==> config.mk <==
export PLATFORM = sky130hd
export DESIGN_NAME = ehg_gate
export DESIGN_NICKNAME = d
export VERILOG_FILES = /design/src/design/ehg_pkg.sv /design/src/design/ehg_health_if.sv /design/src/design/ehg_health.sv /design/src/design/ehg_gate.sv
export VERILOG_INCLUDE_DIRS = /design/src /design/src/design
export SDC_FILE = /design/constraint.sdc
export NUM_CORES = 1
export LEC_CHECK = 0
export ABC_AREA = 1
export BUFFER_PORTS_ARGS = -buffer_cell sky130_fd_sc_hd__buf_2
export CAP_MARGIN = 5
export CORE_UTILIZATION = 35
export DETAILED_ROUTE_END_ITERATION = 12
export PLACE_DENSITY_LB_ADDON = 0.3
export SLEW_MARGIN = 15
export SYNTH_ARGS = -nofsm -noshare
export SYNTH_HDL_FRONTEND = slang
export SYNTH_HIERARCHICAL = 1
export SYNTH_SLANG_ARGS = --single-unit
==> constraint.sdc <==
create_clock -name clk_i -period 8.2 [get_ports clk_i]
set_input_delay 1.64 -clock clk_i [delete_from_list [all_inputs] [get_ports clk_i]]
set_output_delay 1.64 -clock clk_i [all_outputs]
set_load 0.005 [all_outputs]
==> src/design/ehg_params.svh <==
// Constants for the health-gated entropy output block
// Operation
// - Total-failure check runs at start-up before any word is released.
// - Physical mode: after total failure flagged, no words are released.
// - Failure during operation suppresses words holding bits after failure.
// - Online test examines raw bits at start-up and during operation.
// - No output until power-up online test has passed.
// - Online defect flagged stops all word release.
// - Online test runs continuously and scans every raw bit.
// - Each random number is delivered as a 32-bit word.
// - Entropy per bit exceeds 0.997; words look ideal to consumers.
// - Hybrid mode: same start-up total-failure check and output block.
// - Hybrid mode: also wait for post-processing seeding to finish.
// - Hybrid post-processing never outputs faster than raw input arrives.
`ifndef EHG_PARAMS_SVH
`define EHG_PARAMS_SVH

// ----------------------------------------
// Widths and timing
// ----------------------------------------
`define EHG_WORD_W        32
`define EHG_CNT_W         8
`define EHG_STUCK_LIMIT   8'h20
`define EHG_WIN_BITS      8'hff
`define EHG_ONES_LO       8'h50
`define EHG_ONES_HI       8'haf
`define EHG_SEED_WORDS    8'h08
`define EHG_TEST_WINDOWS  8'h02

`endif

==> src/design/ehg_pkg.sv <==
// Types for the health-gated entropy output block
package ehg_pkg;
	typedef enum logic [1:0] {
		EHG_ST_STARTUP,
		EHG_ST_SEED,
		EHG_ST_RUN,
		EHG_ST_BLOCKED
	} ehg_state_e;
endpackage : ehg_pkg

==> src/design/ehg_health_if.sv <==
// Bundle between the gate controller and the health tester
`timescale 1ns/1ps
interface ehg_health_if;
	logic bit_vld;
	logic bit_val;
	logic total_fail;
	logic defect;
	logic win_pass;
	modport ctrl (output bit_vld, output bit_val,
		input total_fail, input defect, input win_pass);
	modport test (input bit_vld, input bit_val,
		output total_fail, output defect, output win_pass);
endinterface : ehg_health_if

==> src/design/ehg_health.sv <==
// Total-failure and online statistical test on the raw bit stream
`timescale 1ns/1ps
`include "ehg_params.svh"
module ehg_health (
	input  wire logic  clk_i,
	input  wire logic  rst_n,
	ehg_health_if.test hif
);
	// ----------------------------------------
	// Counters
	// ----------------------------------------
	logic [`EHG_CNT_W-1:0] run_r;
	logic [`EHG_CNT_W-1:0] bits_r;
	logic [`EHG_CNT_W-1:0] ones_r;
	logic                  prev_r;
	logic                  tf_r;
	logic                  df_r;
	logic                  pass_r;

	wire same_w    = hif.bit_val == prev_r;
	wire stuck_w   = same_w && (run_r >= `EHG_STUCK_LIMIT - 8'h01);
	wire win_end_w = bits_r == `EHG_WIN_BITS - 8'h01;
	wire [`EHG_CNT_W-1:0] ones_nxt = ones_r + {7'h00, hif.bit_val};
	wire bad_win_w = (ones_nxt < `EHG_ONES_LO) || (ones_nxt > `EHG_ONES_HI);

	always_ff @(posedge clk_i or negedge rst_n) begin
		if (!rst_n) begin
			run_r  <= 8'h00;
			bits_r <= 8'h00;
			ones_r <= 8'h00;
			prev_r <= 1'b0;
			tf_r   <= 1'b0;
			df_r   <= 1'b0;
			pass_r <= 1'b0;
		end else if (hif.bit_vld) begin
			prev_r <= hif.bit_val;
			run_r  <= same_w ? run_r + 8'h01 : 8'h00;
			if (stuck_w)
				tf_r <= 1'b1;
			pass_r <= 1'b0;
			if (win_end_w) begin
				bits_r <= 8'h00;
				ones_r <= 8'h00;
				if (bad_win_w)
					df_r <= 1'b1;
				else
					pass_r <= 1'b1;
			end else begin
				bits_r <= bits_r + 8'h01;
				ones_r <= ones_nxt;
			end
		end else begin
			pass_r <= 1'b0;
		end
	end

	assign hif.total_fail = tf_r;
	assign hif.defect     = df_r;
	assign hif.win_pass   = pass_r;

	AST_TF_STICKY: assert property (@(posedge clk_i) disable iff (!rst_n)
		tf_r |=> tf_r) else $error("total failure flag dropped");
	AST_DF_STICKY: assert property (@(posedge clk_i) disable iff (!rst_n)
		df_r |=> df_r) else $error("defect flag dropped");
endmodule : ehg_health

==> src/design/ehg_gate.sv <==
// Health-gated random word output controller
`timescale 1ns/1ps
`include "ehg_params.svh"
module ehg_gate (
	input  wire logic                   clk_i,
	input  wire logic                   rst_n_i,
	input  wire logic                   raw_bit_i,
	input  wire logic                   raw_vld_i,
	input  wire logic                   hybrid_mode_i,
	input  wire logic                   rd_i,
	output logic [`EHG_WORD_W-1:0]      rnd_word_o,
	output logic                        rnd_vld_o,
	output logic                        total_fail_o,
	output logic                        defect_o,
	output logic                        ready_o
);
	// ----------------------------------------
	// Reset and input synchronisers
	// ----------------------------------------
	logic [1:0] rst_sync_r;
	logic       rst_n;
	logic [1:0] bit_sync_r;
	logic [1:0] vld_sync_r;
	logic [1:0] mode_sync_r;
	logic       vld_prev_r;

	always_ff @(posedge clk_i or negedge rst_n_i) begin
		if (!rst_n_i)
			rst_sync_r <= 2'b00;
		else
			rst_sync_r <= {rst_sync_r[0], 1'b1};
	end
	assign rst_n = rst_sync_r[1];

	always_ff @(posedge clk_i or negedge rst_n) begin
		if (!rst_n) begin
			bit_sync_r  <= 2'b00;
			vld_sync_r  <= 2'b00;
			mode_sync_r <= 2'b00;
			vld_prev_r  <= 1'b0;
		end else begin
			bit_sync_r  <= {bit_sync_r[0], raw_bit_i};
			vld_sync_r  <= {vld_sync_r[0], raw_vld_i};
			mode_sync_r <= {mode_sync_r[0], hybrid_mode_i};
			vld_prev_r  <= vld_sync_r[1];
		end
	end

	// Raw strobe is a level toggling per bit; edge marks a new bit
	wire bit_stb_w = vld_sync_r[1] ^ vld_prev_r;
	wire hybrid_w  = mode_sync_r[1];

	ehg_health_if hif ();
	assign hif.bit_vld = bit_stb_w;
	assign hif.bit_val = bit_sync_r[1];

	ehg_health u_health (
		.clk_i (clk_i),
		.rst_n (rst_n),
		.hif   (hif)
	);

	// ----------------------------------------
	// Word assembly and gating
	// ----------------------------------------
	ehg_pkg::ehg_state_e state_r;
	ehg_pkg::ehg_state_e state_nxt;
	logic [`EHG_WORD_W-1:0] shift_r;
	logic [4:0]             nbit_r;
	logic [`EHG_WORD_W-1:0] word_r;
	logic                   vld_r;
	logic [`EHG_CNT_W-1:0]  pass_cnt_r;
	logic [`EHG_CNT_W-1:0]  seed_cnt_r;
	logic                   tf_r;
	logic                   df_r;
	logic                   rdy_r;

	wire fail_w    = hif.total_fail || hif.defect;
	wire word_done = bit_stb_w && (nbit_r == 5'h1f);
	wire [`EHG_WORD_W-1:0] shift_nxt = {shift_r[`EHG_WORD_W-2:0],
		bit_sync_r[1]};
	wire tests_ok  = pass_cnt_r >= `EHG_TEST_WINDOWS;
	wire seed_ok   = seed_cnt_r >= `EHG_SEED_WORDS;
	// Seeding words are absorbed, so output rate never exceeds input rate
	wire seed_need = hybrid_w && !seed_ok;

	always_comb begin
		state_nxt = state_r;
		unique case (state_r)
			ehg_pkg::EHG_ST_STARTUP: begin
				if (fail_w)
					state_nxt = ehg_pkg::EHG_ST_BLOCKED;
				else if (tests_ok)
					state_nxt = hybrid_w ? ehg_pkg::EHG_ST_SEED
						: ehg_pkg::EHG_ST_RUN;
			end
			ehg_pkg::EHG_ST_SEED: begin
				if (fail_w)
					state_nxt = ehg_pkg::EHG_ST_BLOCKED;
				else if (seed_ok)
					state_nxt = ehg_pkg::EHG_ST_RUN;
			end
			ehg_pkg::EHG_ST_RUN: begin
				if (fail_w)
					state_nxt = ehg_pkg::EHG_ST_BLOCKED;
			end
			ehg_pkg::EHG_ST_BLOCKED: begin
				state_nxt = ehg_pkg::EHG_ST_BLOCKED;
			end
		endcase
	end

	wire run_w = (state_r == ehg_pkg::EHG_ST_RUN) && !fail_w;

	always_ff @(posedge clk_i or negedge rst_n) begin
		if (!rst_n) begin
			state_r    <= ehg_pkg::EHG_ST_STARTUP;
			shift_r    <= 32'h0000_0000;
			nbit_r     <= 5'h00;
			pass_cnt_r <= 8'h00;
			seed_cnt_r <= 8'h00;
		end else begin
			state_r <= state_nxt;
			if (bit_stb_w) begin
				shift_r <= shift_nxt;
				nbit_r  <= nbit_r + 5'h01;
			end
			if (hif.win_pass && !tests_ok)
				pass_cnt_r <= pass_cnt_r + 8'h01;
			// One seed word per raw word
			if (word_done && state_r == ehg_pkg::EHG_ST_SEED && seed_need)
				seed_cnt_r <= seed_cnt_r + 8'h01;
		end
	end

	always_ff @(posedge clk_i or negedge rst_n) begin
		if (!rst_n) begin
			word_r <= 32'h0000_0000;
			vld_r  <= 1'b0;
		end else begin
			if (fail_w || state_r == ehg_pkg::EHG_ST_BLOCKED) begin
				vld_r  <= 1'b0;
				word_r <= 32'h0000_0000;
			end else if (word_done && run_w) begin
				vld_r  <= 1'b1;
				word_r <= shift_nxt;
			end else if (rd_i) begin
				vld_r <= 1'b0;
			end
		end
	end

	always_ff @(posedge clk_i or negedge rst_n) begin
		if (!rst_n) begin
			tf_r  <= 1'b0;
			df_r  <= 1'b0;
			rdy_r <= 1'b0;
		end else begin
			tf_r  <= hif.total_fail;
			df_r  <= hif.defect;
			rdy_r <= run_w;
		end
	end

	assign rnd_word_o   = word_r;
	assign rnd_vld_o    = vld_r;
	assign total_fail_o = tf_r;
	assign defect_o     = df_r;
	assign ready_o      = rdy_r;

	// ----------------------------------------
	// Checks
	// ----------------------------------------
	AST_NO_OUT_BEFORE_PASS: assert property (@(posedge clk_i)
		disable iff (!rst_n)
		!tests_ok |=> !vld_r) else $error("word before power-up pass");
	AST_TF_BLOCKS: assert property (@(posedge clk_i)
		disable iff (!rst_n)
		hif.total_fail |=> !vld_r) else $error("word after total failure");
	AST_DEFECT_BLOCKS: assert property (@(posedge clk_i)
		disable iff (!rst_n)
		hif.defect |=> !vld_r) else $error("word after defect");
	AST_SEED_FIRST: assert property (@(posedge clk_i)
		disable iff (!rst_n)
		(hybrid_w && !seed_ok) |=> !vld_r) else $error("word before seed");
	AST_BLOCK_STICKY: assert property (@(posedge clk_i)
		disable iff (!rst_n)
		state_r == ehg_pkg::EHG_ST_BLOCKED |=>
		state_r == ehg_pkg::EHG_ST_BLOCKED) else $error("left blocked");
	AST_FLAG_MIRROR: assert property (@(posedge clk_i)
		disable iff (!rst_n)
		hif.total_fail |=> tf_r) else $error("fail flag not shown");
	AST_WORD_HOLD: assert property (@(posedge clk_i)
		disable iff (!rst_n)
		(vld_r && !rd_i && !fail_w && !word_done) |=> $stable(word_r))
		else $error("word changed while held");
	AST_RATE: assert property (@(posedge clk_i)
		disable iff (!rst_n)
		$rose(vld_r) |-> $past(bit_stb_w)) else $error("word without input");
endmodule : ehg_gate

=== Yosys cells after proc, flatten, opt, wreduce, memory -nomap -nowiden ===
Index checks and enable logic that the tools add are counted.

* Bits in registers: 127
* Word-level logic and storage cells: 81
* Output and inout bits: 36
* Bits of input ports: 6

* Reductions and logical operators: 20
* Equality and inequality tests: 9
* Multiplexer cells: 18
* $lt $le $gt $ge: 5
* Bitwise gates (word level): 1
* Add/subtract/negate cells: 6

{| class="wikitable"
|+ Operator list
! operator !! count
|-
| 2-to-1 mux 32 bit || 2
|-
| adder 8 x 1 -> 8 bit (second input constant) || 4
|-
| 2-to-1 mux 8 bit || 3
|-
| 2-to-1 mux 2 bit || 6
|-
| adder 8 x 1 -> 8 bit || 1
|-
| equality test 8 bit (second input constant) || 1
|-
| >= comparator 8 x 2 -> 1 bit (second input constant) || 1
|-
| >= comparator 8 x 4 -> 1 bit (second input constant) || 1
|-
| >= comparator 8 x 5 -> 1 bit (second input constant) || 1
|-
| greater-than comparator 8 bit (second input constant) || 1
|-
| logical AND 1 bit || 8
|-
| < comparator 8 x 7 -> 1 bit (second input constant) || 1
|-
| one-hot mux 2 bit (4 select lines) || 1
|-
| 2-to-1 mux 1 bit || 6
|-
| != test 3 bit (second input constant) || 2
|-
| AND reduction 3 bit || 2
|-
| adder 5 x 1 -> 5 bit (second input constant) || 1
|-
| equality test 5 bit (second input constant) || 1
|-
| equality test 2 bit (second input constant) || 2
|-
| zero test 1 bit || 3
|-
| logical OR 1 bit || 3
|-
| nonzero test 3 bit || 1
|-
| equality test 2 x 1 -> 1 bit (second input constant) || 1
|-
| zero test 2 bit || 1
|-
| other kinds (5) || 5
|}

=== Logic depth before layout (Yosys ltp) ===
* Word-level depth: 6
* Mapped depth: 11
* Depth with buffers taken out: 10

=== By module ===
The synthesis kept the hierarchy.

{| class="wikitable"
|+ By module, submodules not included
! module !! cells an instance !! seq. area each (um^2) !! instances !! area each (um^2)
|-
| ehg_gate || 386 || 2477.4 || 1 || 3818.7
|-
| ehg_health || 176 || 700.7 || 1 || 1463.9
|}

=== Least setup slack after synthesis ===
No wires, ideal clock.

* Path type: register to output
* Start point: reg word_r[0], in the netlist rnd_word_o[0]
* End point: out rnd_word_o[0]
* Stages on the path, launching flop included: 1
* Required time: 6.560 ns
* Arrival: 0.362 ns
* Path slack: 6.198 ns
* Buffers on the path: 0
* Cells stage by stage: dfrtp_1

{| class="wikitable"
|+ RTL lines
! what !! RTL line !! source
|-
| start, declared || ehg_gate.sv:70 || <nowiki>logic [`EHG_WORD_W-1:0] word_r;</nowiki>
|-
| start signal, assigned || ehg_gate.sv:146 || <nowiki>word_r <= shift_nxt;</nowiki>
|-
| end, declared || ehg_gate.sv:11 || <nowiki>output logic [`EHG_WORD_W-1:0] rnd_word_o,</nowiki>
|}

No word-level cell between the ends.

=== Worst setup path after layout ===
* Start point: reg vld_sync_r[1]
* End point: reg word_r[9], in the netlist rnd_word_o[9]

* Word-level cells in the longest chain between the ends: 4

{| class="wikitable"
|+ Ends and longest elaborated chain
! what !! RTL line !! source
|-
| start, declared || ehg_gate.sv:23 || <nowiki>logic [1:0] vld_sync_r;</nowiki>
|-
| start signal, assigned || ehg_gate.sv:43 || <nowiki>vld_sync_r <= {vld_sync_r[0], raw_vld_i};</nowiki>
|-
| XOR 1 bit || ehg_gate.sv:50 || <nowiki>wire bit_stb_w = vld_sync_r[1] ^ vld_prev_r;</nowiki>
|-
| logical AND 1 bit || ehg_gate.sv:79 || <nowiki>wire word_done = bit_stb_w && (nbit_r == 5'h1f);</nowiki>
|-
| logical AND 1 bit || ehg_gate.sv:144 || <nowiki>end else if (word_done && run_w) begin</nowiki>
|-
| nonzero test 2 bit (no line) || - ||
|}

No other way between the ends.
A chain may end at the register's enable or synchronous reset.

==> results_dict.tcl <==
set metrics [dict create \
    final_hold_viol_count 0 \
    grt_first_pass_wirelength_um 17700 \
    peak_fanout_along_the_critical_path 50 \
    syn-num-nets 579 \
    setup_repair_after_global_routing_missed_its_margin "false" \
    endpoint_kind "flop" \
    place_worst_setup_slack_ps 5550 \
    power.static_leakage_nw 3.10 \
    cpPeakStageDelay_ps 530 \
    timing.critical_path.cells "inv_2, nand2_1, nand2_1, nor2_1, nand2_2, inv_2, nand3_1, nand2_1" \
    critPathArrivalTime_ps 3000 \
    total_switching_power_mw 0.416 \
    seq_power_share_pct 45.7 \
    synthMostInstantiatedCell "sky130_fd_sc_hd__nand2_1" \
    worst_r2r_end "rnd_word_o[9]" \
    final_max_slew_viol_count 0 \
    final.period_utilization_pct 32.3 \
    root_buffer "sky130_fd_sc_hd__clkbuf_16" \
    largest_net_degree_at_the_start_of_global_routing 68 \
    synth_top_cell_area_share_pct 60.2 \
    slew_headroom_pct 41.3 \
    core_area_mm2 0.0146 \
    start_kind "flop" \
    avgSynthCellArea_um2 9.40 \
    die_width_um 125 \
    r2r_setup_slack_ps 5550 \
    tightestPinTransition_ps 877 \
    post_route_setup_tns_ps 0 \
    timing.critical_path.required_ps 8550 \
    synth.area.top_cells "sky130_fd_sc_hd__dfrtp_1 60%, sky130_fd_sc_hd__nand2_1 10%, sky130_fd_sc_hd__nand3_1 4.9%, sky130_fd_sc_hd__inv_1 3.8%, sky130_fd_sc_hd__o21ai_0 3.3%" \
    cts.repair.resized 0 \
    first_pass_iters 8 \
    total_inserted_antenna_cells 0 \
    detail_route.vias_per_cell 4.72 \
    violations "DRC" \
    number_of_vias_in_the_routed_layout 3750 \
    setup_viol 0 \
    gr-usage-all-layers_pct 14.4 \
    min_to "bit_sync_r[1]" \
    detail_route.drc_violations 4 \
    drt-initial-drc-count 251 \
    dp_hpwl_um 6500 \
    period_needed_ps 2650 \
    cts.reportedPaths.clkPinSlew_ps 50 \
    global_route.overflow_total 0 \
    timing.hold.worst.class "flop to flop" \
    synth-main-ff-cell "sky130_fd_sc_hd__dfrtp_1" \
    maximum_frequency_from_static_timing_analysis_mhz 378 \
    timing.setup.critical_path_class "flop to flop" \
    start_util_pct 36.1 \
    share_clk_of_total_power_pct 44.4 \
    path_common_cell "sky130_fd_sc_hd__nand2_1" \
    finish.utilization_pct 42.3 \
    tritoncts.num_buffers 17 \
    rows 44 \
    htree_levels 4 \
    area.growth.synth_to_final_pct 17.2 \
    synth_async_sr_flop_share_pct 100 \
    ys_seq_elements 127 \
    postSynthCellCount 562 \
    die_area_mm2 0.0156 \
    wirelength_um 9950 \
    cts_hold_repair.buffers 0 \
    sw_frac_of_total_pct 24.8 \
    layout_setup_ws_ps 5550 \
    vdd_ir_drop_max_uv 151 \
    final.setup_skew_ps 8.20 \
    numPortBuffers 41 \
    initial_antenna_violation_count 0 \
    clk-insertion-delay-late_ps 420 \
    synth.cell_area_mm2 0.00528 \
    drive_gt1_share_pct 14.8 \
    yosys.cell_types.count 37 \
    ys_seq_area_share_pct 60.2 \
    commonest_cells_in_the_netlist "142 x sky130_fd_sc_hd__nand2_1, 127 x sky130_fd_sc_hd__dfrtp_1, 54 x sky130_fd_sc_hd__inv_1" \
    hold_start "bit_sync_r[0]" \
    synth.yosys.warnings 6 \
    power_report.internal_total_mw 1.26 \
    num-nets-final 615 \
    post_cts.repair.setup_buffers 0 \
    slowest_stage "sky130_fd_sc_hd__nand2_2" \
    pwr-share-comb_pct 9.9 \
    cts.sink_count 127 \
    max_cap_violations 0 \
    reg2regPathDepth 8 \
    grt_pass1_vias 3833 \
    synth_edf_count 0 \
    pwr_per_cell_area_mw_per_mm2 271 \
    wl_per_cell_um 12.5 \
    cts_max_path_buffers 2 \
    io-pin-count 42 \
    routabilityCongestion 0.721 \
    post-synth-top-area-cell "sky130_fd_sc_hd__dfrtp_1" \
    drt.antenna.violating_nets 0 \
    die_boundary_height_um 125 \
    timing.hold.worst_path_depth 0 \
    outcome "finished, violations left" \
    tritoncts "yes" \
    r2r-start "vld_sync_r[1]" \
]
[worst max path at each step]
stage / startpoint / slack [ps] / endpoint
global route: vld_sync_r[1] / 5120 / rnd_word_o[9]
finish: vld_sync_r[1] / 5550 / rnd_word_o[9]
floorplan: rst_sync_r[1] / 4400 / bit_sync_r[0]
CTS: vld_sync_r[1] / 5500 / rnd_word_o[9]
detailed placement: vld_sync_r[1] / 5550 / rnd_word_o[9]
global placement: vld_sync_r[1] / 5620 / rnd_word_o[7]
[placed cells by master (no fill, tap or decap), types with 3 or more instances in the layout]
cell	instances
sky130_fd_sc_hd__nor2_1	28
sky130_fd_sc_hd__o21ai_0	35
sky130_fd_sc_hd__ha_1	11
sky130_fd_sc_hd__bufinv_16	3
sky130_fd_sc_hd__xnor2_1	5
sky130_fd_sc_hd__buf_2	41
sky130_fd_sc_hd__dfrtp_1	126
sky130_fd_sc_hd__nor3_1	9
sky130_fd_sc_hd__inv_2	6
sky130_fd_sc_hd__clkbuf_1	6
sky130_fd_sc_hd__a21oi_1	9
sky130_fd_sc_hd__nand3_1	52
sky130_fd_sc_hd__o21bai_1	4
sky130_fd_sc_hd__clkbuf_16	17
sky130_fd_sc_hd__inv_1	54
sky130_fd_sc_hd__nor2_4	4
sky130_fd_sc_hd__nand2_2	4
sky130_fd_sc_hd__nand2_1	142
sky130_fd_sc_hd__o22ai_1	4
sky130_fd_sc_hd__xor2_1	5
sky130_fd_sc_hd__o21ai_1	18
[per-stage QoR]
stage | total power [mW] | hold slack [ps] | instance area, um2 | instances
after floorplan | 0.896 | 331 | 5280 | 562
after global placement | 0.932 | 337 | 5610 | 763
after detailed placement | 0.943 | 335 | 5610 | 763
after CTS | 1.70 | 347 | 6190 | 794
after global routing | 1.76 | 367 | 6190 | 794
final | 1.68 | 346 | 6190 | 794
[layout make-up]
type                       count  area (um2)
timing repair buffer          43         220
clock inverter                 6         108
fill                        1442        8450
sequential                   127        3180
inverter                      60         225
tap                          184         230
multi-input combinational    349        1750
clock buffer                  25         475
[worst max-delay path, delay by kind of cell (launching register included)]
family                 cells  cell delay, ps
and+or+nand+nor            6            1610
DFF                        1             390
buffers and inverters      2             540
[flip-flops by register name, summed over array words and instances (netlist names), 2 cells and up]
| register | cells |
|---|---|
| u_health/run_r | 8 |
| pass_cnt_r | 8 |
| u_health/bits_r | 8 |
| state_r | 2 |
| mode_sync_r | 2 |
| vld_sync_r | 2 |
| u_health/ones_r | 8 |
| rnd_word_o | 32 |
| nbit_r | 5 |
| rst_sync_r | 2 |
| bit_sync_r | 2 |
| seed_cnt_r | 8 |
| shift_r | 31 |
[cells by family (layout without fill, tap and decap cells)]
family                     Yosys count  count (layout)  share of synthesized area [%]
and+or+nand+nor                    249             249                           20.7
DFF                                127             127                           60.2
buffers and inverters               86             134                           6.70
AOI/OAI and AO/OA                   77              77                           7.93
adders and majority gates           11              11                           2.61
xor gates and xnor gates            10              10                           1.66
other                                1               1                         0.0710
muxes                                1               1                          0.189
[per-layer routing]
metal  GRT usage, %  share of wire, %
met1           17.5                45
met2           23.0                48
met3           4.81               4.7
met4           7.03               1.9
met5              0                 0
[power groups by stage]
stage	clock network [mW]	logic, mW	registers [mW]
after global placement	0	0.158	0.773
after detailed placement	0	0.167	0.776
final	0.743	0.166	0.766
after CTS	0.760	0.169	0.766
after global routing	0.787	0.197	0.778
after floorplan	0	0.131	0.765
Power figures use the tool's default switching activity.
